### config.mk
export PLATFORM = sky130hd
export DESIGN_NAME = adsc_top
export DESIGN_NICKNAME = d
export VERILOG_FILES = /design/src/rtl/adsc_pkg.sv /design/src/rtl/adsc_conv.sv /design/src/rtl/adsc_top.sv
export VERILOG_INCLUDE_DIRS = /design/src /design/src/rtl
export SDC_FILE = /design/constraint.sdc
export NUM_CORES = 1
export LEC_CHECK = 0
export BUFFER_PORTS_ARGS = -buffer_cell sky130_fd_sc_hd__clkbuf_2
export CAP_MARGIN = 15
export CORE_ASPECT_RATIO = 1.4
export CORE_UTILIZATION = 55
export CTS_CLUSTER_SIZE = 10
export DETAILED_ROUTE_END_ITERATION = 12
export PLACE_DENSITY = 0.93
export RECOVER_POWER = 50
export SLEW_MARGIN = 20
export SYNTH_ARGS = -nofsm -noshare
export SYNTH_HDL_FRONTEND = slang
export SYNTH_SLANG_ARGS = --single-unit
export TNS_END_PERCENT = 30
### constraint.sdc
create_clock -name pclk -period 8.8 [get_ports pclk]
set_input_delay 0.44 -clock pclk [delete_from_list [all_inputs] [get_ports pclk]]
set_output_delay 0.44 -clock pclk [all_outputs]
set_load 0.03 [all_outputs]
### src/rtl/adsc_params.svh
/*
   offsets, field positions, reset values and timing counts of the
   converter sleep control block.
   assumes: included by bare name from the design files and the checker.
*/
`ifndef ADSC_PARAMS_SVH
`define ADSC_PARAMS_SVH

// register byte offsets on the apb slave
`define ADSC_OFS_CTRL      8'h00
`define ADSC_OFS_STAT      8'h04
`define ADSC_OFS_RESULT    8'h08
`define ADSC_OFS_IRQ_STAT  8'h0C
`define ADSC_OFS_IRQ_MASK  8'h10

// control register fields
`define ADSC_CTRL_ON       0
`define ADSC_CTRL_GO       2
`define ADSC_CTRL_CS_LO    6
`define ADSC_CTRL_CS_HI    7
`define ADSC_CTRL_IE       8
`define ADSC_CTRL_DIG_LO   16
`define ADSC_CTRL_DIG_HI   20

// status register fields
`define ADSC_STAT_BUSY     0
`define ADSC_STAT_PWR      1
`define ADSC_STAT_SLEEP    2

// event bits, same layout in status and mask
`define ADSC_EV_DONE       0
`define ADSC_EV_ABORT      1
`define ADSC_EV_WAKE       2

// clock select encoding of the internal rc source
`define ADSC_CS_RC         2'h3

// reset values
`define ADSC_IRQ_MASK_RST  3'h0

// timing: pclk period and one instruction cycle, in ns
`define ADSC_PCLK_NS       4
`define ADSC_INSTR_NS      16
`define ADSC_INSTR_CYC     ((`ADSC_INSTR_NS + `ADSC_PCLK_NS - 1) / `ADSC_PCLK_NS)
// rc source tick divider and conversion length in ticks
`define ADSC_RC_DIV        16
`define ADSC_CONV_TICKS    11

`endif

### src/rtl/adsc_pkg.sv
/*
   types of the converter sleep control block: states, bus carriers,
   and the packed state of each module.
   assumes: constants come from adsc_params.svh.
*/
package adsc_pkg;

   // conversion sequencer, gray along idle -> wait -> run
   typedef enum logic [1:0] {
      ST_IDLE = 2'b00,
      ST_WAIT = 2'b01,
      ST_RUN  = 2'b11
   } adsc_state_e;

   // apb request from the master
   typedef struct packed {
      logic        psel;
      logic        penable;
      logic        pwrite;
      logic [7:0]  paddr;
      logic [31:0] pwdata;
   } adsc_apb_req_s;

   // apb answer to the master
   typedef struct packed {
      logic [31:0] prdata;
      logic        pready;
      logic        pslverr;
   } adsc_apb_rsp_s;

   // software control fields
   typedef struct packed {
      logic [4:0] dig_sel;
      logic       irq_en;
      logic [1:0] clk_sel;
      logic       go;
      logic       on;
   } adsc_ctrl_s;

   // whole state of the top module
   typedef struct packed {
      adsc_ctrl_s  ctrl;
      logic [2:0]  irq_stat;
      logic [2:0]  irq_mask;
      logic [4:0]  pre_cnt;
      logic [3:0]  rc_cnt;
      logic [9:0]  samp_s1;
      logic [9:0]  samp_s2;
      logic        wake;
      logic [31:0] rdata;
   } adsc_top_s;

   // whole state of the sequencer (result kept apart, it has no reset)
   typedef struct packed {
      adsc_state_e st;
      logic [3:0]  cnt;
      logic        done;
   } adsc_conv_s;

endpackage : adsc_pkg

### src/rtl/adsc_conv.sv
/*
   conversion sequencer: optional one instruction cycle start delay,
   a fixed number of converter clock ticks, then a done pulse and a
   result capture.
   assumes: tick is a one-cycle enable on pclk; abort may come any cycle.
*/
`timescale 1ns/1ns
`include "adsc_params.svh"

module adsc_conv
(
   // clock and reset
   input  wire logic        pclk,
   input  wire logic        presetn,
   // control
   input  wire logic        start,
   input  wire logic        use_rc,
   input  wire logic        abort,
   input  wire logic        tick,
   // analog value, already synchronised
   input  wire logic [9:0]  sample,
   // status
   output logic             busy,
   output logic             done,
   output logic [9:0]       result
);
   import adsc_pkg::*;

   adsc_conv_s r_reg;
   adsc_conv_s r_next;
   logic       finish;

   // last tick of a running conversion
   assign finish = (r_reg.st == ST_RUN) && tick && (r_reg.cnt == 4'h0) && !abort;

   // sequencer next state
   always_comb
   begin
      r_next      = r_reg;
      r_next.done = 1'b0;
      case (r_reg.st)
         ST_IDLE:
         begin
            if (start && use_rc)
            begin
               r_next.st  = ST_WAIT;
               r_next.cnt = 4'(`ADSC_INSTR_CYC - 1);
            end
            else if (start)
            begin
               r_next.st  = ST_RUN;
               r_next.cnt = 4'(`ADSC_CONV_TICKS - 1);
            end
         end
         ST_WAIT:
         begin
            // delay lets the core reach sleep before any sampling noise
            if (r_reg.cnt == 4'h0)
            begin
               r_next.st  = ST_RUN;
               r_next.cnt = 4'(`ADSC_CONV_TICKS - 1);
            end
            else
            begin
               r_next.cnt = r_reg.cnt - 4'h1;
            end
         end
         ST_RUN:
         begin
            if (finish)
            begin
               r_next.st   = ST_IDLE;
               r_next.done = 1'b1;
            end
            else if (tick)
            begin
               r_next.cnt = r_reg.cnt - 4'h1;
            end
         end
         default:
         begin
            r_next.st = ST_IDLE;
         end
      endcase
      // abort wins over everything, no done and no result
      if (abort)
      begin
         r_next.st   = ST_IDLE;
         r_next.cnt  = 4'h0;
         r_next.done = 1'b0;
      end
   end

   // state register
   always_ff @(posedge pclk or negedge presetn)
   begin
      if (!presetn)
      begin
         r_reg <= '{st: ST_IDLE, cnt: 4'h0, done: 1'b0};
      end
      else
      begin
         r_reg <= r_next;
      end
   end

   // result holds its value through any reset, unknown after power-up
   always_ff @(posedge pclk)
   begin
      if (finish)
      begin
         result <= sample;
      end
   end

   assign busy = (r_reg.st != ST_IDLE);
   assign done = r_reg.done;

endmodule : adsc_conv

### src/rtl/adsc_top.sv
/*
   converter sleep control: apb registers, converter clock dividers,
   sleep abort and wake-up, sticky events with a masked interrupt.
   assumes: core_sleep comes from core logic on pclk; conv_sample comes
   from the analog side and is synchronised here.

*/
// Design decisions made here: register access over APB and the placing of the registers.
`timescale 1ns/1ns
`include "adsc_params.svh"

module adsc_top
(
   // clock and reset
   input  wire logic                    pclk,
   input  wire logic                    presetn,
   // apb slave
   input  wire adsc_pkg::adsc_apb_req_s apb_req,
   output adsc_pkg::adsc_apb_rsp_s      apb_rsp,
   // core sleep and wake
   input  wire logic                    core_sleep,
   output logic                         core_wake,
   // analog side
   input  wire logic [9:0]              conv_sample,
   output logic                         analog_powered,
   output logic [4:0]                   pin_analog,
   // interrupt
   output logic                         irq
);
   import adsc_pkg::*;

   adsc_top_s   r_reg;
   adsc_top_s   r_next;
   logic        rc_sel;
   logic        sleep_abort;
   logic        abort;
   logic        tick;
   logic        fosc_tick;
   logic        setup;
   logic        access;
   logic        wr_ctrl;
   logic        start;
   logic        busy;
   logic        done;
   logic [9:0]  result;
   logic [2:0]  ev;

   // register index of an address, 3'h7 when unmapped
   function automatic logic [2:0] reg_index(input logic [7:0] addr);
      case (addr)
         `ADSC_OFS_CTRL:     reg_index = 3'h0;
         `ADSC_OFS_STAT:     reg_index = 3'h1;
         `ADSC_OFS_RESULT:   reg_index = 3'h2;
         `ADSC_OFS_IRQ_STAT: reg_index = 3'h3;
         `ADSC_OFS_IRQ_MASK: reg_index = 3'h4;
         default:            reg_index = 3'h7;
      endcase
   endfunction : reg_index

   // core-derived converter clocks: fosc/2, /8, /32 from the prescaler
   function automatic logic fosc_pick(input logic [1:0] sel, input logic [4:0] cnt);
      case (sel)
         2'h0:    fosc_pick = (cnt[0] == 1'b1);
         2'h1:    fosc_pick = (cnt[2:0] == 3'h7);
         2'h2:    fosc_pick = (cnt == 5'h1F);
         default: fosc_pick = 1'b0;
      endcase
   endfunction : fosc_pick

   // clock choice and sleep consequences
   assign rc_sel      = (r_reg.ctrl.clk_sel == `ADSC_CS_RC);
   assign sleep_abort = core_sleep && !rc_sel;
   // off aborts, except in the write that switches on and starts at once
   assign abort       = sleep_abort || (!r_reg.ctrl.on && !start);
   assign fosc_tick   = fosc_pick(r_reg.ctrl.clk_sel, r_reg.pre_cnt);
   assign tick        = rc_sel ? (r_reg.rc_cnt == 4'(`ADSC_RC_DIV - 1)) : fosc_tick;

   // apb phases; zero wait states, so pready is tied high
   assign setup   = apb_req.psel && !apb_req.penable;
   assign access  = apb_req.psel && apb_req.penable;
   assign wr_ctrl = access && apb_req.pwrite && (reg_index(apb_req.paddr) == 3'h0);
   // go written with converter on starts a new conversion when idle
   assign start   = wr_ctrl && apb_req.pwdata[`ADSC_CTRL_GO] &&
                    apb_req.pwdata[`ADSC_CTRL_ON] && !busy && !sleep_abort;

   adsc_conv u_conv
   (
      .pclk    (pclk),
      .presetn (presetn),
      .start   (start),
      .use_rc  (apb_req.pwdata[`ADSC_CTRL_CS_HI:`ADSC_CTRL_CS_LO] == `ADSC_CS_RC),
      .abort   (abort),
      .tick    (tick),
      .sample  (r_reg.samp_s2),
      .busy    (busy),
      .done    (done),
      .result  (result)
   );

   // events of this cycle
   always_comb
   begin
      ev                = 3'h0;
      ev[`ADSC_EV_DONE] = done;
      ev[`ADSC_EV_ABORT] = busy && sleep_abort;
      ev[`ADSC_EV_WAKE] = done && core_sleep && r_reg.ctrl.irq_en;
   end

   // next state of the whole block
   always_comb
   begin
      r_next         = r_reg;
      // analog value crosses in through two flops
      r_next.samp_s1 = conv_sample;
      r_next.samp_s2 = r_reg.samp_s1;
      // core-clock prescaler stops while the core sleeps; rc runs on
      r_next.pre_cnt = core_sleep ? r_reg.pre_cnt : r_reg.pre_cnt + 5'h1;
      r_next.rc_cnt  = (r_reg.rc_cnt == 4'(`ADSC_RC_DIV - 1)) ? 4'h0 : r_reg.rc_cnt + 4'h1;
      // wake pulse to the core; without enable nothing happens
      r_next.wake    = ev[`ADSC_EV_WAKE];
      // read data prepared in the setup cycle
      if (setup)
      begin
         r_next.rdata = 32'h0000_0000;
         case (reg_index(apb_req.paddr))
            3'h0:
            begin
               r_next.rdata[`ADSC_CTRL_ON]   = r_reg.ctrl.on;
               r_next.rdata[`ADSC_CTRL_GO]   = r_reg.ctrl.go;
               r_next.rdata[`ADSC_CTRL_CS_HI:`ADSC_CTRL_CS_LO] = r_reg.ctrl.clk_sel;
               r_next.rdata[`ADSC_CTRL_IE]   = r_reg.ctrl.irq_en;
               r_next.rdata[`ADSC_CTRL_DIG_HI:`ADSC_CTRL_DIG_LO] = r_reg.ctrl.dig_sel;
            end
            3'h1:
            begin
               r_next.rdata[`ADSC_STAT_BUSY]  = busy;
               r_next.rdata[`ADSC_STAT_PWR]   = analog_powered;
               r_next.rdata[`ADSC_STAT_SLEEP] = core_sleep;
            end
            3'h2:    r_next.rdata[9:0] = result;
            3'h3:    r_next.rdata[2:0] = r_reg.irq_stat;
            3'h4:    r_next.rdata[2:0] = r_reg.irq_mask;
            default: r_next.rdata = 32'h0000_0000;
         endcase
      end
      // register writes
      if (access && apb_req.pwrite)
      begin
         case (reg_index(apb_req.paddr))
            3'h0:
            begin
               r_next.ctrl.on      = apb_req.pwdata[`ADSC_CTRL_ON];
               r_next.ctrl.go      = start;
               r_next.ctrl.clk_sel = apb_req.pwdata[`ADSC_CTRL_CS_HI:`ADSC_CTRL_CS_LO];
               r_next.ctrl.irq_en  = apb_req.pwdata[`ADSC_CTRL_IE];
               r_next.ctrl.dig_sel = apb_req.pwdata[`ADSC_CTRL_DIG_HI:`ADSC_CTRL_DIG_LO];
            end
            3'h4:    r_next.irq_mask = apb_req.pwdata[2:0];
            default: r_next.irq_mask = r_next.irq_mask;
         endcase
      end
      // hardware clears go on completion or abort; on stays as written
      // a new start in the cycle of the old done keeps go set for the new run
      if ((done && !start) || (busy && abort))
      begin
         r_next.ctrl.go = 1'b0;
      end
      // sticky events: read clears, a new event in that cycle survives
      if (access && !apb_req.pwrite && (reg_index(apb_req.paddr) == 3'h3))
      begin
         r_next.irq_stat = 3'h0;
      end
      r_next.irq_stat = r_next.irq_stat | ev;
   end

   // state register; reset switches off and aborts
   always_ff @(posedge pclk or negedge presetn)
   begin
      if (!presetn)
      begin
         r_reg          <= '0;
         r_reg.irq_mask <= `ADSC_IRQ_MASK_RST;
      end
      else
      begin
         r_reg <= r_next;
      end
   end

   // outputs
   assign analog_powered  = r_reg.ctrl.on && !sleep_abort;
   assign pin_analog      = ~r_reg.ctrl.dig_sel;
   assign core_wake       = r_reg.wake;
   assign irq             = |(r_reg.irq_stat & r_reg.irq_mask);
   assign apb_rsp.prdata  = r_reg.rdata;
   assign apb_rsp.pready  = 1'b1;
   assign apb_rsp.pslverr = access && (reg_index(apb_req.paddr) == 3'h7);

endmodule : adsc_top

==> results <==
- The fraction of registers with async set/reset is 0.8718.
- The starting density of the core is 0.5665.
- In the finished design, the share of the clock period the worst path needs comes to 0.3782.
- The kind of cell adding the most delay to the critical path is buffers and inverters.
- The most used flip-flop cell after synthesis is sky130_fd_sc_hd__dfrtp_1.
- Summed over all instances, the cell type with the most area after synthesis is sky130_fd_sc_hd__dfrtp_1.
- The growth of design area from synthesis to finish is 9.246%.
- Routability-driven placement finished with a final weighted congestion of 0.8787.
- The sequential fraction of the synthesis area is 0.5690.
- Along the worst path, the maximum fanout reaches 68.
- The via count of the first global-routing pass is 2306.
- The worst relative slew slack is -1.327.
- The cell with the largest stage delay on the worst path is sky130_fd_sc_hd__clkbuf_1.
- In this run, synthesis inferred 10 flip-flops with an integrated enable.
- The run finished, with violations left.
- After detailed routing, the average wire length per cell comes to 14.77 um.
- The detailed-route wire length is 6394 um.
- Hold is met by 0.1903 ns.
- The remaining number of nets flagged by the antenna check after routing is 0.
- The H-tree was split into 3 levels.
- The path category of the worst min-delay check is input port to flip-flop.
- The worst register-to-register path begins at u_conv.r_reg[6].
- The critical path endpoint category is an async pin.
- Buffers added to address setup during post-CTS repair amount to 0.
- In the final layout, the share of cells above drive strength 1 is 0.2632.
- CTS saw 78 sinks.
- Entering global routing, the biggest net connects 69 pins.
- The final routed DRC violation total is 0.
- The number of antenna violations at the first check in global routing was 0.
- For this run, the slowest stage of the critical path takes 2.44 ns.
- Across all register-to-register paths, the minimum setup slack is 6.16 ns.
- The library cell with the highest instance count after synthesis is sky130_fd_sc_hd__dfrtp_1.
- The final reports fail on max-capacitance violations, max-slew violations.
- The total number of placement rows is 34.
- The number of pins with negative max-slew slack in the final report is 69.
- In this run, post-CTS repair resized a total of 0 instances.
- The clock reaches the later pin of the worst-skew pair after 0.35 ns.
- The worst ir drop on vdd is 0.0001060 V.
- After detailed routing, no signal wire sits above met4.
- The first-pass detailed-route iteration total is 6.
- In this run the standard cell core region covers 6211 um^2.
- In the final routing, the length of wire on met1 measures 2466 um.
- The most critical setup path has its startpoint at presetn.
- For this run, the number of Yosys warnings is 0.
- The worst path in the final design needs a cycle of 3.328 ns, including I/O delays and setup.
- The final-layout setup total negative slack is 0 ns.
- The average instance in the mapped netlist occupies 11.24 um^2.
- Hold repair after CTS inserted 0 buffers.
- The clock tree from TritonCTS is done.
- The amount of wire on met2 after detailed routing is 3349 um.
- The gate count of the mapped netlist is 313.
- The cell area power density is 182.6 nW/um^2.
- The area of the die is 6725 um^2.
- The data required time of the critical path is 8.47 ns.
- Traced cell by cell, the critical path runs through buf_2, clkbuf_1.
- The mapped netlist covers 3518 um^2.
- Detailed placement ended at an HPWL of 4588 um.
- Counting instances in the post-synthesis netlist gives the leading cell types as 68 x sky130_fd_sc_hd__dfrtp_1, 39 x sky130_fd_sc_hd__nand2_1, 33 x sky130_fd_sc_hd__buf_4.
- Timing would allow up to 300.4 MHz.
- After detailed routing, the number of vias per cell comes to 5.520.
- Across the run, the number of max-cap violations was 1.
- The kind of critical path is input port to async pin.
- The register bit total from synthesis is 78.
- Setup repair after global routing left no endpoint under its margin.
- The total met3 wirelength after detailed routing is 418 um.
- Buffers inserted during clock tree synthesis total 9.
- Counting both buffers and inverters, the worst setup path holds a total of 2.
- Yosys attributes the largest share of cell area to sky130_fd_sc_hd__dfrtp_1 48%, sky130_fd_sc_hd__edfxtp_1 8.5%, sky130_fd_sc_hd__buf_4 7.0%, sky130_fd_sc_hd__nand2_1 4.2%, sky130_fd_sc_hd__mux2_2 3.8%.
- The fraction of post-synthesis cell area in the top cell type by area is 0.4836.
- The number of buffer cells added on primary ports is 58.
- The launch point of the worst hold path is conv_sample[9].
- The detailed router finished its first iteration with 201 violations.
- The clock transition time at the flip-flop clock pins of the worst setup and hold paths is 0.08 ns.
- The die outline height is 96.64 um.
- At the end of the flow, the number of nets in the layout was 418.
- The register with the most flip-flops in the layout has 35 of them.
- Across the routed clock network, the largest skew measured is 0.01161 ns.
- The buffer depth of the longest clock path is 2.
- The first global-routing pass estimated 10670 um of wire.
- Across every metal layer, demand over resource in global routing totals 0.2051.
- The master cell of the clock root buffer is sky130_fd_sc_hd__clkbuf_8.
- STA classifies the critical path startpoint as an input port.
- Data on the critical path arrives at its endpoint at 3.00 ns.
- From left edge to right edge, the die measures 69.60 um.
- At the pin with the least slew margin, the transition time is 3.491 ns.
- The static leakage is 1.794 nW.
- The global route total overflow is 0.
- The number of antenna repair diodes is 0.
- The final number of hold-violating endpoints was 0.
- Setup violations remaining at the end of the flow were counted as 0.
- For this design the top-level I/O count stands at 98.
- The detailed router placed 2390 vias in this run.
- The number of different library cells in the post-synthesis netlist is 54.
## kinds of logic (layout without fill, tap and decap cells)
kind of cell,after synthesis,in the layout,synth area share
buf+inv,57,89,0.1010
xor+xnor,4,4,0.009959
flops,78,78,0.5690
compound gates,61,61,0.1174
mux,14,14,0.04410
other cells,2,18,0.002135
fa+ha+maj,6,6,0.02134
simple gates,91,91,0.1351
## cell type report
cell class                 instances  area (um^2)
timing repair buffer              59        294.0
tap                               72        90.09
multi-input combinational        194         1236
sequential                        78         2002
clock inverter                     5        37.54
inverter                          14        52.55
clock buffer                      11        131.4
fill                             480         2367
## per-layer routing
layer | vias to the layer above | global-route usage
met5 | - | 0
met4 | 0 | 0.1115
met3 | 13 | 0.04792
met2 | 113 | 0.3443
met1 | 1144 | 0.2407
li1 | 1120 | -
## cells in the final DEF (no fill, tap or decap), drive strengths merged, types with 4 or more instances in the layout
master  count
clkbuf     69
conb       18
nand2      39
nor2b       4
nor3        4
a22oi       6
o21ai      24
edfxtp     10
mux2       12
dfrtp      68
a221oi      4
and2        4
nor2       12
ha          6
inv        14
nand3       5
## per-stage QoR
stage / cell area, um^2 / utilization / instances / power (mW) / setup WS, ns
after global routing: 3844 / 0.6189 / 433 / 0.7376 / 4.674
after global placement: 3670 / 0.5909 / 417 / 0.4724 / 5.942
final: 3844 / 0.6189 / 433 / 0.7019 / 5.472
after floorplan: 3578 / - / 329 / 0.4577 / 5.671
after CTS: 3839 / 0.6181 / 433 / 0.7064 / 5.908
after detailed placement: 3670 / 0.5909 / 417 / 0.4778 / 5.861
## where the power goes
| group | internal (mW) | switching (mW) | leakage, nW |
|---|---|---|---|
| Clock | 0.103 | 0.128 | 0.0795 |
| Sequential | 0.383 | 0.0125 | 0.951 |
| Combinational | 0.0294 | 0.0456 | 0.763 |
## worst paths after layout
| path | endpoint | cells after the start |
|---|---|---|
| max in group pclk | u_conv.result[8] | 4 |
| min in group asynchronous | u_conv.r_reg[6] | 2 |
| hold / removal | r_next[42] | 1 |
| setup reg to reg | u_conv.result[8] | 4 |
| hold reg to reg | r_reg[41] | 0 |
| setup / recovery | r_reg[63] | 2 |
(Power assumes the default switching activity.)
